[src/rtl/tpc_pkg.sv]
package tpc_pkg;
   // ************************************************************
   // register map (byte addresses, one word each)
   // ************************************************************
   localparam logic [11:0] ADDR_CTRL = 12'h000;
   localparam logic [11:0] ADDR_COUNT = 12'h004;
   localparam logic [11:0] ADDR_RELOAD = 12'h008;
   localparam logic [11:0] ADDR_PWM = 12'h00c;
   localparam logic [11:0] ADDR_STATUS = 12'h010;

   // ctrl field positions
   localparam int CTRL_EN_BIT = 0;
   localparam int CTRL_POL_BIT = 1;
   localparam int CTRL_MODE_LSB = 4;
   localparam int CTRL_PRE_LSB = 8;
   localparam int CTRL_DB_LSB = 16;

   // ************************************************************
   // counter constants
   // ************************************************************
   localparam logic [15:0] CNT_RESTART = 16'h0001;
   localparam logic [15:0] CNT_ZERO = 16'h0000;
   localparam logic [15:0] CNT_RST_VAL = 16'h0001;
   localparam logic [15:0] RELOAD_RST_VAL = 16'hffff;
   localparam logic [7:0] DEADBAND_MAX = 8'h80;

   typedef enum logic [2:0] {
      TPC_MODE_CMPCNT = 3'h0,
      TPC_MODE_PWM1 = 3'h1,
      TPC_MODE_PWM2 = 3'h2,
      TPC_MODE_CAP = 3'h3,
      TPC_MODE_CAPRST = 3'h4,
      TPC_MODE_CAPCMP = 3'h5
   } tpc_mode_t;

   // control word as seen by the core
   typedef struct packed {
      logic enable;
      logic inputOutputPolarity;
      logic [2:0] mode;
      logic [2:0] prescaleSel;
      logic [7:0] deadbandDelayField;
   } tpc_ctrl_t;

   // events reported by the core
   typedef struct packed {
      logic reloadHit;
      logic captureHit;
   } tpc_evt_t;
endpackage

[src/rtl/tpc_edge_sync.sv]
`timescale 1ns/1ps
// ************************************************************
// three-flop synchroniser with qualified edge output
// ************************************************************
module tpc_edge_sync
   import tpc_pkg::*;
(
   input wire logic clk,
   input wire logic rst,
   input wire logic pinIn,
   input wire logic polarity,
   output logic edgePulse
);
   logic s1_r;
   logic s2_r;
   logic s3_r;
   logic level_r;

   // first flop feeds only the second
   always_ff @(posedge clk) begin
      if (rst) begin
         s1_r <= 1'b0;
         s2_r <= 1'b0;
         s3_r <= 1'b0;
      end else begin
         s1_r <= pinIn;
         s2_r <= s1_r;
         s3_r <= s2_r;
      end
   end

   // settled level changes only when stages two and three agree
   always_ff @(posedge clk) begin
      if (rst) begin
         level_r <= 1'b0;
      end else if (s2_r == s3_r) begin
         level_r <= s3_r;
      end
   end

   // polarity 0 takes rising, 1 takes falling
   assign edgePulse = (s2_r == s3_r) && (s3_r != level_r) && (s3_r == ~polarity);
endmodule // tpc_edge_sync

[src/rtl/tpc_deadband.sv]
`timescale 1ns/1ps
// ************************************************************
// rising-edge delay for one output of the pair
// ************************************************************
module tpc_deadband
   import tpc_pkg::*;
(
   input wire logic clk,
   input wire logic rst,
   input wire logic rawIn,
   input wire logic [7:0] delayCycles,
   output logic delayedOut
);
   logic [7:0] cnt_r;
   logic out_r;

   // falls pass at once, rises wait delayCycles clocks
   always_ff @(posedge clk) begin
      if (rst) begin
         cnt_r <= 8'h00;
         out_r <= 1'b0;
      end else if (!rawIn) begin
         cnt_r <= 8'h00;
         out_r <= 1'b0;
      end else if (!out_r) begin
         if (cnt_r >= delayCycles) begin
            out_r <= 1'b1;
         end else begin
            cnt_r <= cnt_r + 8'h01;
         end
      end
   end

   assign delayedOut = out_r;
endmodule // tpc_deadband

[src/rtl/tpc_timer.sv]
`timescale 1ns/1ps
// ************************************************************
// apb timer with pwm, capture and comparator-count modes
// ************************************************************
// Operation
// - comparator counter mode counts comparator output transitions only
// - polarity picks rising or falling comparator edge
// - prescaler bypassed in comparator counter mode
// - single pwm: output toggles when count equals pwm value
// - pwm modes: at reload, flag event, load 0001h, continue
// - output starts at polarity level, flips on match, restores at reload
// - polarity 0 high match-to-reload; polarity 1 high reload-to-match
// - preloaded start count used only for first period
// - dual pwm drives signal and its complement
// - deadband delays rising edges of both outputs by 0..128 clocks
// - capture mode wraps ffffh to 0000h
// - capture copies count to pwm register, flags event, keeps counting
// - capture mode reload flags event without reloading
// - capture restart: capture stores count, flags, restarts at 0001h
// - capture restart: reload without capture flags, restarts at 0001h
// - capture/compare waits for first input edge before counting
// - later edges capture, flag, restart at 0001h
// - compare hit without capture flags and restarts at 0001h
module tpc_timer
   import tpc_pkg::*;
(
   input wire logic clk,
   input wire logic rst,
   input wire logic psel,
   input wire logic penable,
   input wire logic pwrite,
   input wire logic [11:0] paddr,
   input wire logic [31:0] pwdata,
   output logic [31:0] prdata,
   output logic pready,
   output logic pslverr,
   input wire logic timerIn,
   input wire logic cmpOut,
   output logic timerOut,
   output logic complementary_output
);
   tpc_ctrl_t ctrl_r;
   logic [15:0] count_r;
   logic [15:0] reload_r;
   logic [15:0] pwm_r;
   logic [1:0] status_r;
   logic [7:0] pre_r;
   logic pwmLvl_r;
   logic armed_r;
   logic tick;
   logic cmpEdge;
   logic inEdge;
   logic wrEn;
   logic countWr;
   logic atReload;
   logic atMatch;
   logic capEvt;
   logic advance;
   logic [15:0] countNext;
   logic [7:0] preTop;
   logic dbHigh;
   logic dbLow;
   tpc_evt_t evt;

   // decode an apb address against one register
   function automatic logic hitAddr(input logic [11:0] a, input logic [11:0] r);
      hitAddr = (a == r);
   endfunction

   // ************************************************************
   // apb slave: zero wait states, unmapped addresses flag an error
   // ************************************************************
   assign pready = 1'b1;
   assign wrEn = psel && penable && pwrite;
   assign countWr = wrEn && hitAddr(paddr, ADDR_COUNT);
   always_comb begin
      pslverr = psel && penable && !(hitAddr(paddr, ADDR_CTRL) || hitAddr(paddr, ADDR_COUNT)
         || hitAddr(paddr, ADDR_RELOAD) || hitAddr(paddr, ADDR_PWM) || hitAddr(paddr, ADDR_STATUS));
   end

   // control word
   always_ff @(posedge clk) begin
      if (rst) begin
         ctrl_r <= '0;
      end else if (wrEn && hitAddr(paddr, ADDR_CTRL)) begin
         ctrl_r.enable <= pwdata[CTRL_EN_BIT];
         ctrl_r.inputOutputPolarity <= pwdata[CTRL_POL_BIT];
         ctrl_r.mode <= pwdata[CTRL_MODE_LSB +: 3];
         ctrl_r.prescaleSel <= pwdata[CTRL_PRE_LSB +: 3];
         // values above the top are held at the top
         ctrl_r.deadbandDelayField <= (pwdata[CTRL_DB_LSB +: 8] > DEADBAND_MAX) ? DEADBAND_MAX
            : pwdata[CTRL_DB_LSB +: 8];
      end
   end

   // reload/compare value
   always_ff @(posedge clk) begin
      if (rst) begin
         reload_r <= RELOAD_RST_VAL;
      end else if (wrEn && hitAddr(paddr, ADDR_RELOAD)) begin
         reload_r <= pwdata[15:0];
      end
   end

   // read mux, registered so data comes from flops in the access phase
   always_ff @(posedge clk) begin
      if (rst) begin
         prdata <= 32'h0000_0000;
      end else if (psel && !penable && !pwrite) begin
         case (paddr)
            ADDR_CTRL: prdata <= {8'h00, ctrl_r.deadbandDelayField, 5'h00, ctrl_r.prescaleSel,
               1'b0, ctrl_r.mode, 2'h0, ctrl_r.inputOutputPolarity, ctrl_r.enable};
            ADDR_COUNT: prdata <= {16'h0000, count_r};
            ADDR_RELOAD: prdata <= {16'h0000, reload_r};
            ADDR_PWM: prdata <= {16'h0000, pwm_r};
            ADDR_STATUS: prdata <= {30'h0000_0000, status_r};
            default: prdata <= 32'h0000_0000;
         endcase
      end
   end

   // ************************************************************
   // edge inputs
   // ************************************************************
   tpc_edge_sync u_cmpSync (
      .clk(clk),
      .rst(rst),
      .pinIn(cmpOut),
      .polarity(ctrl_r.inputOutputPolarity),
      .edgePulse(cmpEdge)
   );

   tpc_edge_sync u_inSync (
      .clk(clk),
      .rst(rst),
      .pinIn(timerIn),
      .polarity(ctrl_r.inputOutputPolarity),
      .edgePulse(inEdge)
   );

   // ************************************************************
   // prescaler: divide by 2^sel
   // ************************************************************
   assign preTop = 8'((9'h001 << ctrl_r.prescaleSel) - 9'h001);
   always_ff @(posedge clk) begin
      if (rst || !ctrl_r.enable) begin
         pre_r <= 8'h00;
      end else if (pre_r >= preTop) begin
         pre_r <= 8'h00;
      end else begin
         pre_r <= pre_r + 8'h01;
      end
   end
   assign tick = ctrl_r.enable && (pre_r >= preTop);

   // ************************************************************
   // counter core
   // ************************************************************
   assign atReload = (count_r == reload_r);
   assign atMatch = (count_r == pwm_r);
   assign capEvt = ctrl_r.enable && inEdge && (ctrl_r.mode == TPC_MODE_CAP || ctrl_r.mode == TPC_MODE_CAPRST
      || (ctrl_r.mode == TPC_MODE_CAPCMP && armed_r));
   // comparator mode counts only its own edges, no prescale
   assign advance = (ctrl_r.mode == TPC_MODE_CMPCNT) ? (ctrl_r.enable && cmpEdge)
      : (tick && (ctrl_r.mode != TPC_MODE_CAPCMP || armed_r));

   // next count and event flags per mode
   always_comb begin
      countNext = count_r;
      evt = '0;
      case (ctrl_r.mode)
         TPC_MODE_CAP: begin
            if (capEvt) begin
               evt.captureHit = 1'b1;
            end
            if (advance) begin
               evt.reloadHit = atReload;
               countNext = count_r + 16'h0001;
            end
         end
         TPC_MODE_CAPRST, TPC_MODE_CAPCMP: begin
            if (capEvt) begin
               evt.captureHit = 1'b1;
               countNext = CNT_RESTART;
            end else if (advance && atReload) begin
               evt.reloadHit = 1'b1;
               countNext = CNT_RESTART;
            end else if (advance) begin
               countNext = count_r + 16'h0001;
            end
         end
         default: begin
            // pwm and comparator count: wrap to 0001h at reload
            if (advance && atReload) begin
               evt.reloadHit = 1'b1;
               countNext = CNT_RESTART;
            end else if (advance) begin
               countNext = count_r + 16'h0001;
            end
         end
      endcase
   end

   // software write of the count sets the first period only
   always_ff @(posedge clk) begin
      if (rst) begin
         count_r <= CNT_RST_VAL;
      end else if (countWr) begin
         count_r <= pwdata[15:0];
      end else begin
         count_r <= countNext;
      end
   end

   // capture/compare arms on the first input edge
   always_ff @(posedge clk) begin
      if (rst || !ctrl_r.enable || ctrl_r.mode != TPC_MODE_CAPCMP) begin
         armed_r <= 1'b0;
      end else if (inEdge) begin
         armed_r <= 1'b1;
      end
   end

   // pwm value register, also the capture target
   always_ff @(posedge clk) begin
      if (rst) begin
         pwm_r <= 16'h0000;
      end else if (evt.captureHit) begin
         pwm_r <= count_r;
      end else if (wrEn && hitAddr(paddr, ADDR_PWM)) begin
         pwm_r <= pwdata[15:0];
      end
   end

   // sticky event status, write one to clear; a new event wins the clear
   always_ff @(posedge clk) begin
      if (rst) begin
         status_r <= 2'b00;
      end else begin
         for (int i = 0; i < 2; i++) begin
            if (evt[i]) begin
               status_r[i] <= 1'b1;
            end else if (wrEn && hitAddr(paddr, ADDR_STATUS) && pwdata[i]) begin
               status_r[i] <= 1'b0;
            end
         end
      end
   end

   // ************************************************************
   // pwm output level
   // ************************************************************
   always_ff @(posedge clk) begin
      if (rst || !ctrl_r.enable) begin
         pwmLvl_r <= ctrl_r.inputOutputPolarity;
      end else if (evt.reloadHit) begin
         pwmLvl_r <= ctrl_r.inputOutputPolarity;
      end else if (advance && atMatch) begin
         pwmLvl_r <= ~ctrl_r.inputOutputPolarity;
      end
   end

   // dual mode: both phases delayed on their rising edges
   tpc_deadband u_dbHigh (
      .clk(clk),
      .rst(rst),
      .rawIn(pwmLvl_r),
      .delayCycles(ctrl_r.deadbandDelayField),
      .delayedOut(dbHigh)
   );

   tpc_deadband u_dbLow (
      .clk(clk),
      .rst(rst),
      .rawIn(~pwmLvl_r),
      .delayCycles(ctrl_r.deadbandDelayField),
      .delayedOut(dbLow)
   );

   always_comb begin
      if (ctrl_r.mode == TPC_MODE_PWM2) begin
         timerOut = dbHigh;
         complementary_output = dbLow;
      end else begin
         timerOut = pwmLvl_r;
         complementary_output = 1'b0;
      end
   end

   // ************************************************************
   // checks
   // ************************************************************
   property p_reload_restart;
      @(posedge clk) disable iff (rst)
      (ctrl_r.mode == TPC_MODE_PWM1 && advance && atReload && !countWr) |=> (count_r == CNT_RESTART);
   endproperty
   a_reload_restart: assert property (p_reload_restart) else $error("pwm reload did not restart");

   property p_match_level;
      @(posedge clk) disable iff (rst)
      (ctrl_r.enable && ctrl_r.mode == TPC_MODE_PWM1 && advance && atMatch && !atReload && $stable(ctrl_r))
         |=> (timerOut == ~$past(ctrl_r.inputOutputPolarity));
   endproperty
   a_match_level: assert property (p_match_level) else $error("pwm match level wrong");

   property p_cap_store;
      @(posedge clk) disable iff (rst)
      evt.captureHit |=> (pwm_r == $past(count_r)) && status_r[0];
   endproperty
   a_cap_store: assert property (p_cap_store) else $error("capture not stored");

   property p_cap_wrap;
      @(posedge clk) disable iff (rst)
      (ctrl_r.mode == TPC_MODE_CAP && advance && count_r == 16'hffff && !countWr) |=> (count_r == CNT_ZERO);
   endproperty
   a_cap_wrap: assert property (p_cap_wrap) else $error("capture mode did not wrap");

   property p_caprst_restart;
      @(posedge clk) disable iff (rst)
      (ctrl_r.mode == TPC_MODE_CAPRST && capEvt && !countWr) |=> (count_r == CNT_RESTART);
   endproperty
   a_caprst_restart: assert property (p_caprst_restart) else $error("capture restart failed");

   property p_capcmp_hold;
      @(posedge clk) disable iff (rst)
      (ctrl_r.mode == TPC_MODE_CAPCMP && !armed_r && !countWr) |=> $stable(count_r);
   endproperty
   a_capcmp_hold: assert property (p_capcmp_hold) else $error("count moved before arming");

   property p_cmp_only;
      @(posedge clk) disable iff (rst)
      (ctrl_r.mode == TPC_MODE_CMPCNT && !cmpEdge && !countWr) |=> $stable(count_r);
   endproperty
   a_cmp_only: assert property (p_cmp_only) else $error("counted without comparator edge");

   property p_dual_gap;
      @(posedge clk) disable iff (rst)
      !(timerOut && complementary_output);
   endproperty
   a_dual_gap: assert property (p_dual_gap) else $error("both outputs active");
endmodule // tpc_timer

[config.mk]
export PLATFORM = sky130hd
export DESIGN_NAME = tpc_timer
export DESIGN_NICKNAME = d
export VERILOG_FILES = /design/src/rtl/tpc_pkg.sv /design/src/rtl/tpc_edge_sync.sv /design/src/rtl/tpc_deadband.sv /design/src/rtl/tpc_timer.sv
export SDC_FILE = /design/constraint.sdc
export NUM_CORES = 1
export LEC_CHECK = 0
export BUFFER_PORTS_ARGS = -buffer_cell sky130_fd_sc_hd__buf_4
export CAP_MARGIN = 30
export CELL_PAD_IN_SITES_DETAIL_PLACEMENT = 1
export CELL_PAD_IN_SITES_GLOBAL_PLACEMENT = 1
export CORE_UTILIZATION = 39
export CTS_CLUSTER_DIAMETER = 40
export DETAILED_ROUTE_END_ITERATION = 8
export PLACE_DENSITY = 0.85
export SKIP_LAST_GASP = 1
export SLEW_MARGIN = 20
export SYNTH_ARGS = -nofsm -noshare
export SYNTH_HDL_FRONTEND = slang
export SYNTH_SLANG_ARGS = --single-unit
export TNS_END_PERCENT = 1
[constraint.sdc]
create_clock -name clk -period 3.8 [get_ports clk]
set_clock_uncertainty 0.2 [all_clocks]
set_input_delay 0.38 -clock clk [delete_from_list [all_inputs] [get_ports clk]]
set_output_delay 0.38 -clock clk [all_outputs]
set_load 0.1 [all_outputs]
**Word level (Yosys, flattened, before mapping)**

Cells that the tools add are included.

- Flip-flop bits (word level): 134
- Input bits: 51
- Logic and storage cells: 138

- Add/subtract/negate cells: 5
- Magnitude comparators: 4
- Equal/unequal tests: 17
- Shift-type cells: 1
- Multiplexer cells: 29
- Bitwise logic cells: 6
- Reduce and logical (&&, ||, !) cells: 50

Operators with widths:

| operator | count |
|---|---|
| $pmux 24 s5 | 1 |
| $mux 16 | 6 |
| $eq 16x16->1 | 2 |
| $pmux 16 s2 | 1 |
| $add 8x1->8 const B | 3 |
| $eq 12x4->1 const B | 2 |
| $ge 8x8->1 | 3 |
| $logic_and 1x1->1 | 24 |
| $mux 1 | 19 |
| $add 16x1->16 const B | 1 |
| $eq 12x3->1 const B | 1 |
| $eq 12x5->1 const B | 1 |
| $logic_not 12->1 | 1 |
| $logic_or 1x1->1 | 9 |
| $gt 8x8->1 const B | 1 |
| $mux 8 | 1 |
| $reduce_or 2->1 | 4 |
| $shl 1x3->8 const A | 1 |
| $sub 8x1->8 const B | 1 |
| $eq 3x2->1 const B | 2 |
| $eq 3x3->1 const B | 2 |
| $not 1->1 | 6 |
| $reduce_bool 2->1 | 3 |
| $eq 1x1->1 | 4 |
| 8 further kinds | 13 |

**Depth between registers and ports, before layout**

Gate-level depths: netlist (run 1).

- Word-level depth: 12
- Depth in mapped cells: 17

**Cells and area by module**

From an unflattened synthesis (run 1), not the netlist that was laid out.

- Cells, all modules: 781
- Area total of the unflattened synthesis: 6686.4 µm²

Modules (own cells, without submodules):

| module | instances | cells an instance | area each (µm²) | seq. area each (µm²) |
|---|---|---|---|---|
| tpc_timer | 1 | 615 | 5242.5 | 2011.9 |
| tpc_deadband | 2 | 70 | 583.1 | 180.2 |
| tpc_edge_sync | 2 | 13 | 138.9 | 80.1 |

**Least setup slack after synthesis (run 1)**

OpenSTA, ideal clock, no wires.

- Kind: reg-to-reg
- From: register ctrl_r[8] in the netlist's numbering
- To: register count_r[12]
- Arrival: 3.244 ns
- Data required time: 3.531 ns
- Path slack: 0.287 ns
- Cell stages (with the launch flop): 17
- Path buffers: 3
- Clock period less this slack: 3.513 ns
- Path through: dfxtp_1 -> clkbuf_1 -> or3_1 -> ha_1 -> clkbuf_1 -> nor3_1 -> a21oi_1 -> o21a_1 -> ha_1 -> a21o_1 -> a221o_1 -> a41oi_1 -> a21oi_1 -> nand3_1 -> nand4b_2 -> buf_4 -> o21ai_1

- Longest elaborated chain between the ends: 11
- Elaborated cells between the ends (all ways): 12

RTL lines:

| element | RTL line | text |
|---|---|---|
| from (decl) | tpc_timer.sv:42 | `tpc_ctrl_t ctrl_r;` |
| $shl 1x3->8 (*) | tpc_timer.sv:144 | `assign preTop = 8'((9'h001 << ctrl_r.prescaleSel) - 9'h001);` |
| $sub 8x1->8 (*) | tpc_timer.sv:144 |  |
| $ge 8x8->1 (*) | tpc_timer.sv:154 | `assign tick = ctrl_r.enable && (pre_r >= preTop);` |
| $logic_and 1x1->1 (*) | tpc_timer.sv:154 |  |
| $logic_and 1x1->1 (*) | tpc_timer.sv:165 | `: (tick && (ctrl_r.mode != TPC_MODE_CAPCMP \|\| armed_r));` |
| $mux 1 (*) | tpc_timer.sv:164 | `assign advance = (ctrl_r.mode == TPC_MODE_CMPCNT) ? (ctrl_r.enable && cmpEdge)` |
| $mux 16 or $logic_and 1x1->1 (tied branches) | - |  |
| $mux 16 | tpc_timer.sv:185 | `end else if (advance && atReload) begin` |
| $mux 16 | tpc_timer.sv:182 | `if (capEvt) begin` |
| $pmux 16 s2 (*) | tpc_timer.sv:171 | `case (ctrl_r.mode)` |
| $mux 16 (*) | tpc_timer.sv:208 | `end else if (countWr) begin` |
| to (signal assigned) | tpc_timer.sv:209 | `count_r <= pwdata[15:0];` |
| to (signal assigned) | tpc_timer.sv:211 | `count_r <= countNext;` |
| to (decl) | tpc_timer.sv:43 | `logic [15:0] count_r;` |

Mark *: on every way between the ends. The rest lies on a longest branch, timed or not.
A chain may end at the register's enable or synchronous reset.

**Final worst setup path (run 1)**

- From: register ctrl_r[8] in the netlist's numbering
- To: register count_r[10]

The elaborated chain is that of the path after synthesis.

==> key figures, run 1 <==
Yosys
  • Number of warnings reported in the yosys synthesis log: 0
  • Mux cell area share after synthesis: 2.966%
  • Most common cell in the synthesized netlist: nand2_1
  • Dominant combinational cell family by area after synthesis: simple AND/OR/NAND/NOR gates
  • Synthesized-area fraction occupied by adder cells: 5.342%
  • Compound-gate portion of the synthesized area: 13.80%
  • Share of synthesized area occupied by flip-flops and latches: 37.28%
  • Top cell type's share of synthesized area: 36.84%
  • Synthesized-area fraction occupied by xor and xnor cells: 8.381%
  • Ranking of synthesized cells by area: dfxtp_1 37%, nand2_1 7.1%, ha_1 5.3%
  • Post-synth top area cell: dfxtp_1
  • Most used standard cells in the synthesized netlist: 128 x nand2_1, 125 x dfxtp_1, 63 x nor2_1
  • Simple-Gate Fraction of Synth Area: 26.58%
  • Most used flip-flop cell after synthesis: dfxtp_1
  • Synthesized netlist cell count: 820
  • Number of synthesized register bits: 126
  • Post-synth EDFFs: 1
  • Ys async rst share: 0%
  • Number of distinct library cells after synthesis: 60
  • Synthesized area per cell: 8.284 um^2
  • Post-Syn Area: 6793 um^2

Critical path
  • Critical path endpoint category: flop
  • Critical path startpoint category: flop
  • Cell breakdown of the critical path: or3_1 > ha_1 > nor3_1 > a21oi_1 > o21a_1 > ha_1 > a21o_1 > a221o_1 > a41oi_2 > a21oi_1 > nand3_1 > nand4b_2 > buf_4 > o21ai_0
  • Delay of the slowest critical-path stage: 0.41 ns
  • Top fanout value on the critical path: 15
  • Critical path's top delay family: compound AO/OA/AOI/OAI gates
  • Data arrival at the endpoint of the critical path: 3.75 ns
  • Setup CP Type: reg2reg
  • Worst-path cell with the longest stage delay: or3_1
  • Number of buffers and inverters on the critical path: 1
  • Required time of the worst setup path: 3.95 ns

GRT
  • Number of antenna violations at the first check in global routing: 0
  • Fraction of met1 tracks used by global routing: 29.94%
  • Wire length of the first global-routing pass: 34,260 um
  • Vias in the first global route: 6,567
  • Global routing's busiest layer: met2
  • Maximum number of pins on one net before global-route repair: 89
  • Met3 track demand over resource in global routing: 5.291%
  • Total congestion overflow after global routing: 0
  • Overall routing resource usage: 24.46%
  • Met2 usage: 41.02%

Die
  • Width of the chip: 134.0 um
  • Placeable Area: 16,820 um^2
  • Vert. Die Dim: 134.0 um
  • Standard-cell row count: 47
  • Initial cell density of the core: 40.39%
  • Ports: 87
  • Die outline area: 17,950 um^2

Cells and area
  • Layout Cells excl Fill: 1,112
  • Area growth from synthesis to final layout: 20.83%
  • Number of diodes: 0
  • Fill cell instance count of the final layout: 2,057
  • Share of final-layout standard cells stronger than drive strength 1: 15.81%
  • Final cell utilization of the core: 48.80%
  • Final Net Count: 959

Placed design
  • Weighted congestion reported at the end of routability-driven placement: 0.8423
  • Final HPWL from detailed placement: 14,250 um
  • Port Buffer Count: 69
  • Setup Slack @ Placement: 0.2218 ns
  • Total instance count after detailed placement: 1,067

Hold path
  • Class of the most critical hold timing path: in2reg

Timing
  • Final hold vios: 0
  • Slew margin rel.: 37.73%
  • Slew Viols, Final: 0
  • Transition time of the tightest slew-check pin: 0.9341 ns
  • Post-route clock period utilization: 94.79%
  • Worst Hold Slack: 0.01766 ns
  • Setup-violating endpoint count in the final report: 0
  • Time the final worst path needs with I/O delays and setup: 3.602 ns
  • Sum Neg Setup Slack: 0 ns
  • Unrepaired setup endpoints after global routing: false
  • Maximum clock rate: 277.6 MHz
  • Final WS setup: 0.1980 ns

CTS
  • H-tree lvl count: 4
  • Clock Tree Root: clkbuf_16
  • Buffer depth of the longest clock path: 2
  • Setup Fix Bufs, Post-CTS: 0
  • Clock net sink count: 126
  • Clock input transition at the sequential cells of the worst setup and hold paths: 0.06 ns
  • Num CTS Buffers: 17
  • Clock tree from TritonCTS: built
  • Latest clock arrival within the worst-skew pair: 0.43 ns

Job
  • Max-Cap Viols: 0

Power and ir drop
  • Areal power density over the cells: 399.3 nW/um^2
  • Maximum vdd drop: 0.3393 mV
  • Leakage Power: 0.003164 uW

Status
  • Outcome: complete, no violations

Detailed routing
  • Via density: 5.692
  • Total DRC errors in the routed layout: 0
  • Routed length per instance: 18.98 um
  • DRT iter0 DRCs: 395
  • Overall via count from detail_route: 6,329
  • First drt pass iteration count: 4
  • Number of nets with antenna violations after detailed routing: 0
  • Total wire length after detailed routing: 21,110 um
-- final cells by class --
type                            instances  area [um^2]  area share [%]
Timing Repair Buffer                   99        779.5           9.497
Sequential cell                       126         2532           30.85
Multi-Input combinational cell        619         3921           47.77
Clock buffer                           19        452.9           5.518
Inverter                               16        60.06          0.7317
Tap cell                              220        275.3           3.354
Clock inverter                         13        186.4           2.271
-- per-stage QoR --
| stage | area (um^2) | total power [uW] |
|---|---|---|
| 3_3_place_gp | 7420 | 1524 |
| 5_1_grt | 8208 | 3364 |
| 4_1_cts | 8200 | 3292 |
| 6_report | 8208 | 3277 |
| 3_5_place_dp | 7431 | 1525 |
| 2_1_floorplan | 6823 | 1468 |
-- state kept, by name (all words and copies together), names as in the netlist, 2 cells and up --
signal,count
ctrl_r,16
u_dbHigh.cnt_r,8
reload_r,16
prdata,24
pwm_r,16
u_dbLow.cnt_r,8
pre_r,8
status_r,2
count_r,16
-- worst paths after layout --
kind	from	to	slack (ns)	cells past startpoint
worst max-delay path	ctrl_r[8]	count_r[10]	0.20	14
worst min-delay path	pwdata[6]	reload_r[6]	0.02	3
worst max register to register	ctrl_r[8]	count_r[10]	0.20	14
worst min register to register	u_cmpSync.s1_r	u_cmpSync.s2_r	0.24	1
-- worst reg2reg max path: cells and delay by family, from the launching register on --
kind | cells | cell delay [ns]
AO/OA/AOI/OAI | 7 | 1.36
adder cells (fa/ha/maj) | 2 | 0.60
buffers and inverters | 1 | 0.24
flip-flops | 1 | 0.31
AND/OR/NAND/NOR | 4 | 0.82
-- report_power, final --
group / internal [uW] / switching (uW) / leakage, uW
Combinational: 60.0 / 118 / 0.00184
Clock: 1130 / 636 / 0.000302
Sequential: 1330 / 2.94 / 0.00102
Total: 2520 / 758 / 0.00316
-- placed cells by master, fill, tap and decap left out, drive strengths merged, types with 17 or more instances in the layout --
cell and instances:
nor2 64, nand3b 22, xor2 25, clkbuf 19
a22oi 20, nand3 46, xnor2 40, nand4 19
o21ai 45, a21oi 40, dfxtp 125, buf 86
inv 17, mux2i 19, nand2 128, ha 29
-- timing repair --
item	in CTS	in global routing
hold buffers	13	0
resized for setup	0	1
hold endpoints to repair	22	0
endpoints found under the setup margin	0	15
-- cells by family after synthesis --
family | Yosys count
compound gates | 144
flops | 126
mux | 20
buf+inv | 83
other cells | 2
simple gates | 351
fa+ha+maj | 29
xor+xnor | 65
-- metal layers --
layer  wire length (um)  share of wire [%]
met1               9038                 43
met2              10400                 49
met3                994                4.7
met4                681                3.2
met5                  0                  0
Note: power is estimated with default switching activity, not from simulation.
==> inputs of run 2 (changes only) <==
--- a/config.mk
+++ b/config.mk
@@ -13,6 +13,7 @@
 export CTS_CLUSTER_DIAMETER = 40
 export DETAILED_ROUTE_END_ITERATION = 8
 export PLACE_DENSITY = 0.85
+export SETUP_SLACK_MARGIN = 0.2
 export SKIP_LAST_GASP = 1
 export SLEW_MARGIN = 20
 export SYNTH_ARGS = -nofsm -noshare
==> key figures, run 2 (synthesized netlist as in run 1, its figures left out) <==
Status
  • Outcome: complete, no violations

Power and ir drop
  • Total power: 3278 uW (about the same)
  • Maximum vdd drop: 0.3370 mV (-0.67%)
  • Leakage Power: 0.003168 uW (+0.12%)
  • Areal power density over the cells: 397.7 nW/um^2 (-0.40%)

Cells and area
  • Share of final-layout standard cells stronger than drive strength 1: 16.35% (+0.54 points)
  • Area growth from synthesis to final layout: 21.35%
  • Number of diodes: 0 (unchanged)
  • Finished Cell Area: 8243 um^2 (+0.43%)
  • Commonest non-fill, non-tap cell in the layout: nand2_1
  • Most flop-heavy register: prdata
  • Number of flip-flops in the largest register: 24 (unchanged)
  • Most used cells in the layout excluding fill and tap cells: 128 x nand2_1, 125 x dfxtp_1, 85 x buf_4, 62 x nor2_1, 46 x nand3_1
  • Final cell utilization of the core: 49.01% (+0.21 points)
  • Final Net Count: 960 (+0.10%)

Detailed routing
  • Routed length per instance: 19.16 um (+0.94%)
  • Via density: 5.703 (+0.19%)
  • First drt pass iteration count: 4 (unchanged)
  • DRT iter0 DRCs: 428 (+8.4%)
  • Total wire length after detailed routing: 21,330 um (+1.0%)
  • Number of nets with antenna violations after detailed routing: 0 (unchanged)
  • Total DRC errors in the routed layout: 0 (unchanged)
  • Overall via count from detail_route: 6,347 (+0.28%)

CTS
  • Clock net sink count: 126 (unchanged)
  • Num CTS Buffers: 17 (unchanged)
  • Latest clock arrival within the worst-skew pair: 0.43 ns (about the same)
  • Clock Tree Root: clkbuf_16
  • H-tree lvl count: 4 (unchanged)
  • Clock tree from TritonCTS: built
  • Buffer depth of the longest clock path: 2 (unchanged)
  • Clock input transition at the sequential cells of the worst setup and hold paths: 0.06 ns (about the same)

GRT
  • Overall routing resource usage: 24.49% (about the same)
  • Wire length of the first global-routing pass: 34,290 um (+0.10%)
  • Maximum number of pins on one net before global-route repair: 89 (unchanged)
  • Total congestion overflow after global routing: 0 (unchanged)
  • Number of antenna violations at the first check in global routing: 0 (unchanged)
  • Vias in the first global route: 6,568 (+0.015%)

Placed design
  • Weighted congestion reported at the end of routability-driven placement: 0.8423 (unchanged)
  • Port Buffer Count: 69 (unchanged)
  • Setup Slack @ Placement: 0.2218 ns (unchanged)
  • Total placed instance area: 7431 um^2 (unchanged)
  • Final HPWL from detailed placement: 14,250 um (unchanged)

Timing
  • Unrepaired setup endpoints after global routing: false
  • Time the final worst path needs with I/O delays and setup: 3.411 ns (-0.1909 ns)
  • Transition time of the tightest slew-check pin: 0.9388 ns (+0.004690 ns)
  • Maximum clock rate: 293.2 MHz (+5.6%)
  • Slew Viols, Final: 0 (unchanged)
  • Post-route clock period utilization: 89.77% (-5.0 points)
  • Sum Neg Setup Slack: 0 ns (unchanged)
  • Setup-violating endpoint count in the final report: 0 (unchanged)
  • Slew margin rel.: 37.41% (-0.31 points)
  • Final hold vios: 0 (unchanged)
  • Final WS setup: 0.3888 ns (+0.1909 ns)

Die
  • Die outline area: 17,950 um^2 (unchanged)
  • Initial cell density of the core: 40.39% (unchanged)
  • Ports: 87 (unchanged)
  • Vert. Die Dim: 134.0 um (unchanged)
  • Placeable Area: 16,820 um^2 (unchanged)
  • Standard-cell row count: 47 (unchanged)
  • Width of the chip: 134.0 um (unchanged)

Critical path
  • Top fanout value on the critical path: 12 (-3)
  • Delay of the slowest critical-path stage: 0.41 ns (about the same)
  • Worst-path cell with the longest stage delay: or3_4
  • Critical path startpoint category: flop
  • Critical path's top delay family: compound AO/OA/AOI/OAI gates
  • Data arrival at the endpoint of the critical path: 3.53 ns (-0.22 ns)
  • Critical path endpoint category: flop
  • Setup CP Type: reg2reg
  • Cell breakdown of the critical path: or3_4 > ha_4 > nor3_1 > a21oi_1 > o21a_1 > ha_1 > a21o_1 > a221o_1 > a41oi_2 > a21oi_2 > buf_4 > nand4_1 > xor2_1 > o21ai_2
  • Number of buffers and inverters on the critical path: 1 (unchanged)
  • Required time of the worst setup path: 3.92 ns (-0.03 ns)

Job
  • Max-Cap Viols: 0 (unchanged)

Hold path
  • Class of the most critical hold timing path: in2reg
-- run 2: cell count changes in the layout (fill, tap and decap cells not counted), sizes merged --
cell,delta
buf,+1
-- run 2: final timing paths --
path,startpoint,endpoint,slack [ns],depth (start not counted)
worst max-delay path,ctrl_r[8],count_r[14],0.39,14
worst min-delay path,pwdata[6],reload_r[6],0.02,3
worst max register to register,ctrl_r[8],count_r[14],0.39,14
worst min register to register,u_cmpSync.s1_r,u_cmpSync.s2_r,0.25,1
-- run 2: worst register-to-register path, stage by stage, from the launching register on --
cell,delay [ns]
dfxtp_1,0.31
or3_4,0.41
ha_4,0.20
nor3_1,0.13
a21oi_1,0.06
o21a_1,0.18
ha_1,0.31
a21o_1,0.19
a221o_1,0.30
a41oi_2,0.26
a21oi_2,0.12
buf_4,0.22
nand4_1,0.15
xor2_1,0.22
o21ai_2,0.06
-- run 2: layout make-up --
| type | instances | area, um^2 |
|---|---|---|
| fill | 2051 | 8576 |
| multi-input combinational | 619 | 3945 |
| sequential | 126 | 2532 |
| timing repair buffer | 100 | 790.8 |
| clock buffer | 19 | 452.9 |
| tap | 220 | 275.3 |
| clock inverter | 13 | 186.4 |
| inverter | 16 | 60.06 |
-- run 2: metal layers --
metal / track usage [%] / vias to the layer above / wire [um]
met2: 41.13 / 166 / 10450
met1: 29.92 / 3160 / 9115
met3: 5.291 / 56 / 1084
li1: - / 2965 / -
met5: 0 / - / 0
met4: 10.98 / 0 / 682
-- run 2: what timing repair did --
item | in CTS | in global routing
endpoints found under the setup margin | 15 | 18
setup buffers | 0 | 1
hold endpoints to repair | 22 | 0
hold buffers | 13 | 0
resized for setup | 1 | 6
pin swaps | 0 | 1
-- run 2: metrics by stage --
step / hold slack (ns) / std cells
after CTS: 0.001251 / 1112
final: 0.01972 / 1113
after global routing: 0.01338 / 1113
after global placement: 0.2226 / 1066
after floorplan: 0.2138 / 828
after detailed placement: 0.2398 / 1067
-- run 2: report_power, final --
group	leakage [uW]	switching [uW]	total [uW]	internal (uW)
clock network	0.000302	635	1770	1130
logic	0.00185	119	180	60.9
registers	0.00102	2.95	1330	1330
total	0.00317	757	3280	2520
